<file path="config.mk">
export PLATFORM = sky130hd
export DESIGN_NAME = ats_autotune_sequencer
export DESIGN_NICKNAME = d
export VERILOG_FILES = /design/src/design/ats_autotune_sequencer.v
export VERILOG_INCLUDE_DIRS = /design/src /design/src/design
export SDC_FILE = /design/constraint.sdc
export NUM_CORES = 2
export LEC_CHECK = 0
export ABC_AREA = 1
export BUFFER_PORTS_ARGS = -buffer_cell sky130_fd_sc_hd__buf_2
export CAP_MARGIN = 20
export CORE_AREA = 2 2 306 308
export CTS_CLUSTER_DIAMETER = 40
export CTS_CLUSTER_SIZE = 30
export DETAILED_ROUTE_END_ITERATION = 8
export DIE_AREA = 0 0 308 310
export SLEW_MARGIN = 20
export SYNTH_ARGS = -nofsm -noshare
export SYNTH_HDL_FRONTEND = slang
export SYNTH_SLANG_ARGS = --single-unit
</file>
<file path="constraint.sdc">
create_clock -name mclk -period 13.5 [get_ports mclk]
set_input_delay 2.7 -clock mclk [delete_from_list [all_inputs] [get_ports mclk]]
set_output_delay 2.7 -clock mclk [all_outputs]
set_load 0.005 [all_outputs]
</file>
<file path="src/design/ats_map.vh">
// Constant map for the autotune sequencer
`ifndef ATS_MAP_VH
`define ATS_MAP_VH
`define ATS_TICK_HZ       32'd250000000
`define ATS_SETTLE_S      8'd60
`define ATS_CYCLES        2'd2
`define ATS_RCG_ONE       16'h0100
`define ATS_RCG_MIN       16'h001A
`define ATS_RCG_MAX       16'h0A00
`define ATS_TOL_PCT_NUM   32'd3
`define ATS_TOL_PCT_DEN   32'd1000
`define ATS_TOL_ENG       16'h0001
`define ATS_CB_MIN_NUM    32'd16
`define ATS_CB_MIN_DEN    32'd10
`define ATS_WB_CTRL       4'h0
`define ATS_WB_STAT       4'h1
`define ATS_WB_SP         4'h2
`define ATS_WB_RHI        4'h3
`define ATS_WB_RLO        4'h4
`define ATS_WB_PB         4'h5
`define ATS_WB_LOW_CUTBACK       4'h6
`define ATS_WB_HIGH_CUTBACK       4'h7
`define ATS_WB_RCG        4'h8
`define ATS_WB_PERIOD     4'h9
`define ATS_WB_P2P        4'hA
`define ATS_WB_TCP        4'hB
`define ATS_WB_RCGIN      4'hC
`define ATS_C_START       0
`define ATS_C_COOL        1
`define ATS_C_ENG         2
`define ATS_C_LOW_CUTBACK_AUTO   3
`define ATS_C_HIGH_CUTBACK_AUTO   4
`endif
</file>
<file path="src/design/ats_autotune_sequencer.v">
// Autotune sequencer with classic Wishbone register slave
`include "ats_map.vh"
`default_nettype none
module ats_autotune_sequencer #(
  parameter integer CLK_HZ = 250000000,
  parameter integer SETTLE_S = 60
) (
  input  wire        mclk,
  input  wire        rstn,
  input  wire        clk_en,
  input  wire        wb_cyc_i,
  input  wire        wb_stb_i,
  input  wire        wb_we_i,
  input  wire [5:0]  wb_adr_i,
  input  wire [3:0]  wb_sel_i,
  input  wire [31:0] wb_dat_i,
  output reg  [31:0] wb_dat_o,
  output reg         wb_ack_o,
  input  wire [15:0] measured_value,
  input  wire        sensor_break,
  output reg         heat_on,
  output reg         cool_on,
  output reg         output_frozen,
  output wire        tune_busy,
  output reg         tune_fail
);
  // Phase codes
  localparam [3:0] S_IDLE = 4'h0, S_FREEZE = 4'h1, S_SETTLE = 4'h2, S_OSC_HI = 4'h3,
                   S_OSC_LO = 4'h4, S_EXTRA = 4'h5, S_NAT = 4'h6, S_DONE = 4'h7;
  localparam [7:0]  SETTLE = SETTLE_S[7:0];

  reg [3:0]  state_reg;
  reg [15:0] ctrl_reg, sp_reg, rhi_reg, rlo_reg, pb_reg, rcg_in_reg;
  reg [15:0] low_cutback_reg, high_cutback_reg, rcg_reg, tcp_reg, init_reg;
  reg [15:0] per_reg, p2p_reg, pk_hi_reg, pk_lo_reg, secs_reg, ovs_reg;
  reg [31:0] div_reg;
  reg [7:0]  sec_cnt_reg;
  reg [1:0]  cyc_reg;
  reg        above_reg, atsp_reg, first_reg, start_q_reg;
  wire       tick = (div_reg == CLK_HZ - 1);
  wire [15:0] range = rhi_reg - rlo_reg;
  wire [31:0] tol_pct = ({16'h0000, range} * `ATS_TOL_PCT_NUM) / `ATS_TOL_PCT_DEN;
  wire [15:0] tol = ctrl_reg[`ATS_C_ENG] ? `ATS_TOL_ENG : tol_pct[15:0];
  wire [15:0] diff = (measured_value > sp_reg) ? measured_value - sp_reg
                                               : sp_reg - measured_value;
  wire        at_sp = (diff <= tol);
  // Rounded up so a floored cutback is never below 1.6 times the band
  wire [31:0] cb_min32 = ({16'h0000, pb_reg} * `ATS_CB_MIN_NUM + (`ATS_CB_MIN_DEN - 32'd1))
                         / `ATS_CB_MIN_DEN;
  wire [15:0] cb_min = cb_min32[15:0];
  wire        cool_en = ctrl_reg[`ATS_C_COOL];
  wire        start_req = ctrl_reg[`ATS_C_START] & ~start_q_reg;

  // Floor a cutback at 1.6 times the band
  function [15:0] cb_floor;
    input [15:0] v;
    input [15:0] m;
    begin
      cb_floor = (v < m) ? m : v;
    end
  endfunction

  // Tune control point: init + 0.75(sp - init) = (init + 3 sp) / 4
  function [15:0] tune_point;
    input [15:0] ini;
    input [15:0] sp;
    reg [17:0] s;
    begin
      s = {2'b00, ini} + {2'b00, sp} * 18'd3;
      tune_point = s[17:2];
    end
  endfunction

  assign tune_busy = (state_reg != S_IDLE);

  // Seconds tick; the phase timer in the sequencer restarts only on entry to S_FREEZE, S_SETTLE and S_NAT
  always @(posedge mclk or negedge rstn) begin
    if (!rstn) begin
      div_reg <= 32'h00000000;
    end else if (clk_en) begin
      div_reg <= tick ? 32'h00000000 : div_reg + 32'h00000001;
    end
  end

  // Sequencer
  always @(posedge mclk or negedge rstn) begin
    if (!rstn) begin
      state_reg   <= S_IDLE;
      sec_cnt_reg <= 8'h00;
      heat_on     <= 1'b0;
      cool_on     <= 1'b0;
      output_frozen <= 1'b0;
      tune_fail   <= 1'b0;
      init_reg    <= 16'h0000;
      tcp_reg     <= 16'h0000;
      low_cutback_reg    <= 16'h0000;
      high_cutback_reg    <= 16'h0000;
      rcg_reg     <= `ATS_RCG_ONE;
      per_reg     <= 16'h0000;
      p2p_reg     <= 16'h0000;
      pk_hi_reg   <= 16'h0000;
      pk_lo_reg   <= 16'hFFFF;
      secs_reg    <= 16'h0000;
      ovs_reg     <= 16'h0000;
      cyc_reg     <= 2'b00;
      above_reg   <= 1'b0;
      atsp_reg    <= 1'b0;
      first_reg   <= 1'b0;
      start_q_reg <= 1'b0;
    end else if (clk_en) begin
      start_q_reg <= ctrl_reg[`ATS_C_START];
      if (tick && sec_cnt_reg != 8'hFF)
        sec_cnt_reg <= sec_cnt_reg + 8'h01;
      if (tick)
        secs_reg <= secs_reg + 16'h0001;
      if (measured_value > pk_hi_reg)
        pk_hi_reg <= measured_value;
      if (measured_value < pk_lo_reg)
        pk_lo_reg <= measured_value;
      if (sensor_break && state_reg != S_IDLE) begin
        state_reg <= S_IDLE;
        heat_on   <= 1'b0;
        cool_on   <= 1'b0;
        output_frozen <= 1'b0;
      end else begin
        case (state_reg)
          S_IDLE: begin
            if (start_req && !sensor_break) begin
              tune_fail   <= 1'b0;
              sec_cnt_reg <= 8'h00;
              above_reg   <= measured_value > sp_reg;
              if (at_sp) begin
                state_reg     <= S_FREEZE;
                output_frozen <= 1'b1;
              end else begin
                state_reg <= S_SETTLE;
                heat_on   <= 1'b0;
                cool_on   <= 1'b0;
              end
            end
          end
          S_FREEZE: begin
            // Output held at its present value by the loop while frozen
            if (!at_sp) begin
              state_reg     <= S_SETTLE;
              above_reg     <= measured_value > sp_reg;
              output_frozen <= 1'b0;
              heat_on       <= 1'b0;
              cool_on       <= 1'b0;
              sec_cnt_reg   <= 8'h00;
            end else if (sec_cnt_reg >= SETTLE) begin
              atsp_reg      <= 1'b1;
              output_frozen <= 1'b0;
              tcp_reg       <= sp_reg;
              cyc_reg       <= 2'b00;
              first_reg     <= 1'b1;
              pk_hi_reg     <= measured_value;
              pk_lo_reg     <= measured_value;
              secs_reg      <= 16'h0000;
              state_reg     <= S_OSC_HI;
              heat_on       <= 1'b1;
            end
          end
          S_SETTLE: begin
            if (sec_cnt_reg >= SETTLE) begin
              atsp_reg  <= 1'b0;
              init_reg  <= measured_value;
              tcp_reg   <= tune_point(measured_value, sp_reg);
              cyc_reg   <= 2'b00;
              first_reg <= 1'b1;
              pk_hi_reg <= measured_value;
              pk_lo_reg <= measured_value;
              secs_reg  <= 16'h0000;
              if (above_reg) begin
                state_reg <= S_OSC_LO;
                cool_on   <= cool_en;
              end else begin
                state_reg <= S_OSC_HI;
                heat_on   <= 1'b1;
              end
            end
          end
          S_OSC_HI: begin
            if (measured_value >= tcp_reg) begin
              state_reg <= S_OSC_LO;
              heat_on   <= 1'b0;
              cool_on   <= cool_en;
            end
          end
          S_OSC_LO: begin
            if (first_reg && !above_reg && !atsp_reg)
              ovs_reg <= pk_hi_reg - tcp_reg;
            if (measured_value < tcp_reg) begin
              first_reg <= 1'b0;
              if (first_reg && !atsp_reg && !ctrl_reg[`ATS_C_LOW_CUTBACK_AUTO])
                low_cutback_reg <= cb_floor(ovs_reg, cb_min);
              if (cyc_reg == `ATS_CYCLES - 2'd1) begin
                per_reg <= secs_reg >> 1;
                p2p_reg <= pk_hi_reg - pk_lo_reg;
                if (cool_en) begin
                  state_reg   <= S_EXTRA;
                  heat_on     <= 1'b1;
                  cool_on     <= 1'b0;
                end else begin
                  state_reg <= S_DONE;
                  heat_on   <= 1'b0;
                  rcg_reg   <= `ATS_RCG_ONE;
                  if (above_reg && !atsp_reg && !ctrl_reg[`ATS_C_HIGH_CUTBACK_AUTO])
                    high_cutback_reg <= cb_floor(tcp_reg - pk_lo_reg, cb_min);
                end
              end else begin
                cyc_reg   <= cyc_reg + 2'd1;
                state_reg <= S_OSC_HI;
                heat_on   <= 1'b1;
                cool_on   <= 1'b0;
              end
            end
          end
          S_EXTRA: begin
            if (measured_value >= tcp_reg) begin
              state_reg   <= S_NAT;
              heat_on     <= 1'b0;
              sec_cnt_reg <= 8'h00;
            end
          end
          S_NAT: begin
            if (sec_cnt_reg >= SETTLE) begin
              state_reg <= S_DONE;
              if (rcg_in_reg < `ATS_RCG_MIN || rcg_in_reg > `ATS_RCG_MAX) begin
                tune_fail <= 1'b1;
                rcg_reg   <= (rcg_in_reg < `ATS_RCG_MIN) ? `ATS_RCG_MIN : `ATS_RCG_MAX;
              end else begin
                rcg_reg <= rcg_in_reg;
              end
            end
          end
          S_DONE: begin
            state_reg <= S_IDLE;
            heat_on   <= 1'b0;
            cool_on   <= 1'b0;
            if (atsp_reg) begin
              low_cutback_reg <= cb_floor(low_cutback_reg, cb_min);
              high_cutback_reg <= cb_floor(high_cutback_reg, cb_min);
            end else if (!cool_en && !above_reg && !ctrl_reg[`ATS_C_HIGH_CUTBACK_AUTO]) begin
              high_cutback_reg <= low_cutback_reg;
            end else if (!cool_en && above_reg && !ctrl_reg[`ATS_C_LOW_CUTBACK_AUTO]) begin
              low_cutback_reg <= high_cutback_reg;
            end else if (cool_en && !ctrl_reg[`ATS_C_HIGH_CUTBACK_AUTO]) begin
              high_cutback_reg <= cb_floor(mulq8(low_cutback_reg, rcg_reg), cb_min);
            end
          end
          default: begin
            state_reg <= S_IDLE;
          end
        endcase
      end
    end
  end

  // Fixed-point product with 8 fraction bits, saturated
  function [15:0] mulq8;
    input [15:0] a;
    input [15:0] g;
    reg [31:0] p;
    begin
      p = a * g;
      mulq8 = (p[31:24] != 8'h00) ? 16'hFFFF : p[23:8];
    end
  endfunction

  // Wishbone slave: one-cycle ack, word index on adr[5:2]
  wire       wb_req = wb_cyc_i & wb_stb_i & ~wb_ack_o;
  wire [3:0] idx    = wb_adr_i[5:2];
  always @(posedge mclk or negedge rstn) begin
    if (!rstn) begin
      wb_ack_o   <= 1'b0;
      wb_dat_o   <= 32'h00000000;
      ctrl_reg   <= 16'h0000;
      sp_reg     <= 16'h0000;
      rhi_reg    <= 16'h0000;
      rlo_reg    <= 16'h0000;
      pb_reg     <= 16'h0000;
      rcg_in_reg <= `ATS_RCG_ONE;
    end else if (clk_en) begin
      wb_ack_o <= wb_req;
      if (wb_req && wb_we_i && wb_sel_i[0] && wb_sel_i[1]) begin
        case (idx)
          `ATS_WB_CTRL:  ctrl_reg   <= wb_dat_i[15:0];
          `ATS_WB_SP:    sp_reg     <= wb_dat_i[15:0];
          `ATS_WB_RHI:   rhi_reg    <= wb_dat_i[15:0];
          `ATS_WB_RLO:   rlo_reg    <= wb_dat_i[15:0];
          `ATS_WB_PB:    pb_reg     <= wb_dat_i[15:0];
          `ATS_WB_RCGIN: rcg_in_reg <= wb_dat_i[15:0];
          default: begin
          end
        endcase
      end
      if (wb_req && !wb_we_i) begin
        case (idx)
          `ATS_WB_CTRL:   wb_dat_o <= {16'h0000, ctrl_reg};
          `ATS_WB_STAT:   wb_dat_o <= {24'h000000, tune_fail, cool_on, heat_on,
                                       output_frozen, state_reg};
          `ATS_WB_SP:     wb_dat_o <= {16'h0000, sp_reg};
          `ATS_WB_RHI:    wb_dat_o <= {16'h0000, rhi_reg};
          `ATS_WB_RLO:    wb_dat_o <= {16'h0000, rlo_reg};
          `ATS_WB_PB:     wb_dat_o <= {16'h0000, pb_reg};
          `ATS_WB_LOW_CUTBACK:   wb_dat_o <= {16'h0000, low_cutback_reg};
          `ATS_WB_HIGH_CUTBACK:   wb_dat_o <= {16'h0000, high_cutback_reg};
          `ATS_WB_RCG:    wb_dat_o <= {16'h0000, rcg_reg};
          `ATS_WB_PERIOD: wb_dat_o <= {16'h0000, per_reg};
          `ATS_WB_P2P:    wb_dat_o <= {16'h0000, p2p_reg};
          `ATS_WB_TCP:    wb_dat_o <= {16'h0000, tcp_reg};
          `ATS_WB_RCGIN:  wb_dat_o <= {16'h0000, rcg_in_reg};
          default:        wb_dat_o <= 32'h00000000;
        endcase
      end
    end
  end
endmodule // ats_autotune_sequencer
`default_nettype wire

</file>
### Yosys cells after proc, flatten, opt, wreduce, memory -nomap -nowiden

Cells that the tools add are included.

* $add $sub $neg: 12
* equal/unequal tests: 54
* shift operators: 0
* multiply operators: 3
* bitwise gates (word level): 6
* reduce and logical (&&, ||, !) cells: 61
* div/mod/pow operators: 2
* mux-type cells: 117
* order comparisons: 14

Operators by type and width (number)
* $mux 16: 41
* $pmux 16 s2: 7
* $pmux 16 s13: 1
* $lt 16x16->1: 7
* $sub 16x16->16: 6
* $ne 3x3->1 const B: 14
* $mux 4: 10
* $mux 8: 5
* $mul 16x2->18 const B: 2
* $mux 1: 34
* $add 32x1->32 const B: 1
* $div 18x10->32 const B: 1
* $div 32x4->32 const B: 1
* $eq 32x28->1 const B: 1
* $eq 4x3->1 const B: 8
* $gt 16x16->1: 2
* $mul 16x16->32: 1
* $mux 32: 1
* $pmux 4 s7: 1
* $ne 2x2->1 const B: 13
* $pmux 8 s3: 1
* $reduce_and 8->1: 3
* $add 20x4->21 const B: 1
* $eq 4x4->1 const B: 5
* other kinds (42): 102

* bits in writable memories: 0
* memories: 0
* input bits: 65
* output and inout port bits: 38
* ROM bits: 0
* bits in latches: 0
* logic and storage cells: 299
* flip-flop bits (word level): 342

### Depth between registers and ports, before layout

* depth in word-level cells: 10
* mapped depth: 90
* gate-level depth less buffers: 90

### Least setup slack after synthesis

No wires, ideal clock.

* path type: reg-to-reg
* start: register low_cutback_reg[1]
* end: register high_cutback_reg[12]
* data required time: 13384 ps
* path buffers: 3
* cell stages (with the launch flop): 56
* library setup time: 116 ps
* data arrival time: 10254 ps
* period minus slack after synthesis: 10370 ps
* slack: 3130 ps
* cells stage by stage: dfrtp_1 -> clkbuf_1 -> clkbuf_1 -> nand2_1 -> fa_1 -> inv_1 -> fa_1 -> ha_1 -> fa_1 -> inv_1 -> fa_1 -> fa_1 -> inv_1 -> ha_1 -> nand2_1 -> nand2_1 -> a21oi_1 -> o21bai_1 -> [20 not listed] -> nand3_1 -> nor3_1 -> nand2_1 -> inv_1 -> nand2_1 -> ha_1 -> a21oi_1 -> nand3b_1 -> a21oi_1 -> a2111oi_0 -> clkbuf_1 -> nand3_1 -> nand3_1 -> nand2_1 -> nand2_1 -> nand2_1 -> nand2_1 -> nand2_1

* cells in the longest elaborated chain, start to end: 10

Ends and longest elaborated chain
* start, declared: line ats_autotune_sequencer.v:34 `reg [15:0] low_cutback_reg, high_cutback_reg, rcg_reg, tcp_reg, init_reg;`
* start signal, assigned: line ats_autotune_sequencer.v:196 `low_cutback_reg <= cb_floor(ovs_reg, cb_min);`
* start signal, assigned: line ats_autotune_sequencer.v:242 `low_cutback_reg <= cb_floor(low_cutback_reg, cb_min);`
* start signal, assigned: line ats_autotune_sequencer.v:247 `low_cutback_reg <= high_cutback_reg;`
* $mul 16x16->32 *: line ats_autotune_sequencer.v:266 `p = a * g;`
* $reduce_bool 8->1: line ats_autotune_sequencer.v:267 `mulq8 = (p[31:24] != 8'h00) ? 16'hFFFF : p[23:8];`
* $mux 16 *: line ats_autotune_sequencer.v:267
* $lt 16x16->1: line ats_autotune_sequencer.v:59 `cb_floor = (v < m) ? m : v;`
* $mux 16 *: line ats_autotune_sequencer.v:59
* $mux 16 *: line ats_autotune_sequencer.v:248 `` end else if (cool_en && !ctrl_reg[`ATS_C_HIGH_CUTBACK_AUTO]) begin ``
* $mux 16 *: line ats_autotune_sequencer.v:246 `` end else if (!cool_en && above_reg && !ctrl_reg[`ATS_C_LOW_CUTBACK_AUTO]) begin ``
* $mux 16 *: line ats_autotune_sequencer.v:244 `` end else if (!cool_en && !above_reg && !ctrl_reg[`ATS_C_HIGH_CUTBACK_AUTO]) begin ``
* $mux 16 *: line ats_autotune_sequencer.v:241 `if (atsp_reg) begin`
* $pmux 16 s2 *: line ats_autotune_sequencer.v:126 `case (state_reg)`
* end signal, assigned: line ats_autotune_sequencer.v:243 `high_cutback_reg <= cb_floor(high_cutback_reg, cb_min);`
* end signal, assigned: line ats_autotune_sequencer.v:245 `high_cutback_reg <= low_cutback_reg;`
* end signal, assigned: line ats_autotune_sequencer.v:249 `high_cutback_reg <= cb_floor(mulq8(low_cutback_reg, rcg_reg), cb_min);`
* end, declared: line ats_autotune_sequencer.v:34

Mark *: on every way between the ends. The rest lies on a longest branch, timed or not. The select of a mux whose other input is x is not followed.
A chain may end at the register's enable or synchronous reset.

### Final worst setup path

* start: register rhi_reg[0]
* end: register tcp_reg[3]

* cells in the longest elaborated chain, start to end: 7

Ends and longest elaborated chain
* start, declared: line ats_autotune_sequencer.v:33 `reg [15:0] ctrl_reg, sp_reg, rhi_reg, rlo_reg, pb_reg, rcg_in_reg;`
* start signal, assigned: line ats_autotune_sequencer.v:290 `` `ATS_WB_RHI: rhi_reg <= wb_dat_i[15:0]; ``
* $sub 16x16->16: line ats_autotune_sequencer.v:41 `wire [15:0] range = rhi_reg - rlo_reg;`
* $mul 16x2->18 (no source line)
* $div 18x10->32 (no source line)
* $mux 16: line ats_autotune_sequencer.v:43 `` wire [15:0] tol = ctrl_reg[`ATS_C_ENG] ? `ATS_TOL_ENG : tol_pct[15:0]; ``
* $le 16x16->1: line ats_autotune_sequencer.v:46 `wire at_sp = (diff <= tol);`
* $ne 2x2->1 (no source line)
* $reduce_and 6->1 (no source line)
* end signal, assigned: line ats_autotune_sequencer.v:154 `tcp_reg <= sp_reg;`
* end signal, assigned: line ats_autotune_sequencer.v:168 `tcp_reg <= tune_point(measured_value, sp_reg);`
* end, declared: line ats_autotune_sequencer.v:34

No other way between the ends.

==> results.sh <==
export IMPL_dieArea_sq_um=95500
export IMPL_grt_pass1_vias=32500
export IMPL_overflow=0
export IMPL_setup_violations_final=0
export IMPL_clk_path_buf_depth=3
export IMPL_remaining_drc_errors=0
export IMPL_wl_per_cell_microns=19.3
export IMPL_yosys_cell_count_top_type="nand2_1"
export IMPL_drive_above_1_share_pct=8.44
export IMPL_min_period_ps=11940
export IMPL_root_buffer="clkbuf_16"
export IMPL_cp_common_cell="nand2_1"
export IMPL_cpPeakStageDelay_ps=400
export IMPL_syn_inst=5063
export IMPL_synth_top_area_share_pct=20.9
export IMPL_nets=5745
export IMPL_antenna_left=0
export IMPL_fp_dieW_microns=308
export IMPL_antenna_found_initial=1
export IMPL_worst_pin_slew_ps=1090
export IMPL_netlist_area_sq_um=36700
export IMPL_crit_start="rhi_reg[0]"
export IMPL_hold_viol=0
export IMPL_start_kind="flop"
export IMPL_ff2ff_path_depth=81
export IMPL_yosys_top_cells_area="dfrtp_1, ha_1, nand2_1"
export IMPL_cts_buffers=67
export IMPL_io_pins=103
export IMPL_wirelength_mm=122
export IMPL_hold_path_class="flop to flop"
export IMPL_critPathBufInv=13
export IMPL_vias_per_cell=5.35
export IMPL_clock_skew_ps=25.3
export IMPL_detailedPlace_worstSlack_ps=1120
export IMPL_place_gp_congestion=0.976
export IMPL_yosysWarnings=0
export IMPL_reg2reg_from="rhi_reg[0]"
export IMPL_max_cap_violations=0
export IMPL_final_setup_tns_ps=0
export IMPL_cts_sinks=325
export IMPL_synth_largest_area_cell="dfrtp_1"
export IMPL_drtIter0Drc=2839
export IMPL_final_cells=6350
export IMPL_grt_start_max_net_pins=169
export IMPL_rsz0062_at_grt="false"
export IMPL_ys_top_cells_by_count="nand2_1, inv_1, ha_1, o21ai_0, dfrtp_1"
export IMPL_synth_seq_area_share_pct=22.2
export IMPL_critPathSlowestCell="fa_1"
export IMPL_fill_cells=9534
export IMPL_status="finished, final reports clean"
export IMPL_cp_required_ps=14030
export IMPL_synth_cell_type_count=74
export IMPL_die_y_microns=310
export IMPL_grt_first_pass_wirelength_mm=190
export IMPL_max_freq_mhz=83.8
export IMPL_fin_crit_sh_pct=88.4
export IMPL_port_buffers=66
export IMPL_start_util_pct=39.7
export IMPL_end_kind="flop"
export IMPL_synth_edf_count=0
export IMPL_largest_reg_flops=32
export IMPL_avgSynthCellArea_sq_um=7.25
export IMPL_slew_headroom_pct=27.5
export IMPL_drv_slew=0
export IMPL_critPathTopFamily="simple AND/OR/NAND/NOR gates"
export IMPL_grtUsageTotal_pct=25.7
export IMPL_synth_main_ff_cell="dfrtp_1"
export IMPL_cts_max_level=3
export IMPL_rows=112
export IMPL_hpwlAfterDp_mm=94.6
export IMPL_critPathKind="flop to flop"
export IMPL_ys_ff_latch=325
export IMPL_setup_slack_ps=1560
export IMPL_cts_tree="built"
export IMPL_dp_cells=6224
export IMPL_path_depth=81
export IMPL_min_from="div_reg[31]"
export IMPL_path_max_fanout=31
export IMPL_vias=34000
export IMPL_holdPathStages=1
export IMPL_first_pass_iters=6
export IMPL_synthArstFlopShare_pct=100
export IMPL_cts_clk_slew_worst_paths_ps=50
export IMPL_area_growth_syn_to_layout_pct=10.9
export IMPL_coreArea_sq_um=92500
export IMPL_cp_arrival_ps=12460
export IMPL_insertion_delay_ps=620
export IMPL_cts_hold_buffers=0
## repair_timing
action                     in CTS  in global routing
setup buffers                   0                  1
gates resized for setup         0                  8
setup endpoints to repair       0                 62
## layer usage
metal | vias to the layer above | GRT usage, % | wire [microns]
met2 | 1209 | 40.9 | 54700
met1 | 16200 | 34.5 | 53100
met4 | 0 | 11.1 | 5540
li1 | 16400 | - | -
met3 | 256 | 4.32 | 9050
met5 | - | 0 | 0
## layout make-up
type | instances | area (sq um) | area share [%]
antenna | 1 | 2.50 | 0.00615
clock buffer | 81 | 1770 | 4.35
clock inverter | 42 | 581 | 1.43
inverter | 978 | 3690 | 9.07
multi-input combinational | 3603 | 24200 | 59.5
sequential | 325 | 8160 | 20.0
tap | 1197 | 1500 | 3.68
timing repair buffer | 123 | 785 | 1.93
## cell families after synthesis
kind of cell / count (synthesis) / synth area share [%]
adders and majority gates: 582 / 24.3
AOI/OAI and AO/OA: 908 / 14.4
other: 1 / 0.0102
buffers and inverters: 1150 / 12.1
and+or+nand+nor: 1943 / 23.2
DFF: 325 / 22.2
xor gates and xnor gates: 132 / 3.19
muxes: 22 / 0.661
## through the flow
| step | cell area, sq um | hold WS, ps | utilization (%) |
|---|---|---|---|
| global placement | 38300 | 454 | 41.4 |
| CTS | 40600 | 483 | 43.9 |
| floorplan | 36800 | 442 | - |
| global route | 40700 | 507 | 44.0 |
| detailed placement | 38300 | 469 | 41.4 |
| finish | 40700 | 484 | 44.0 |
## cells in the final DEF (no fill, tap or decap), types with 51 or more instances in the layout
cell type	count
buf_2	65
nand2_1	1153
xor2_1	103
dfrtp_1	307
nand3_1	275
o22ai_1	64
clkbuf_16	67
nand2_2	56
buf_4	55
a21oi_1	250
nor2_1	245
fa_1	216
nor3_1	51
inv_1	946
ha_1	366
o21ai_0	342
## final timing paths
kind                                to  slack, ps
max                         tcp_reg[3]       1560
min                        div_reg[31]        480
max reg2reg                 tcp_reg[3]       1560
min reg2reg                div_reg[31]        480
max in group asynchronous   rlo_reg[5]       9130
min in group asynchronous    sp_reg[6]       2070
Power is left out: the tool's default activity adds up to more than one toggle a clock period on the data nets, which glitch-free logic cannot reach.
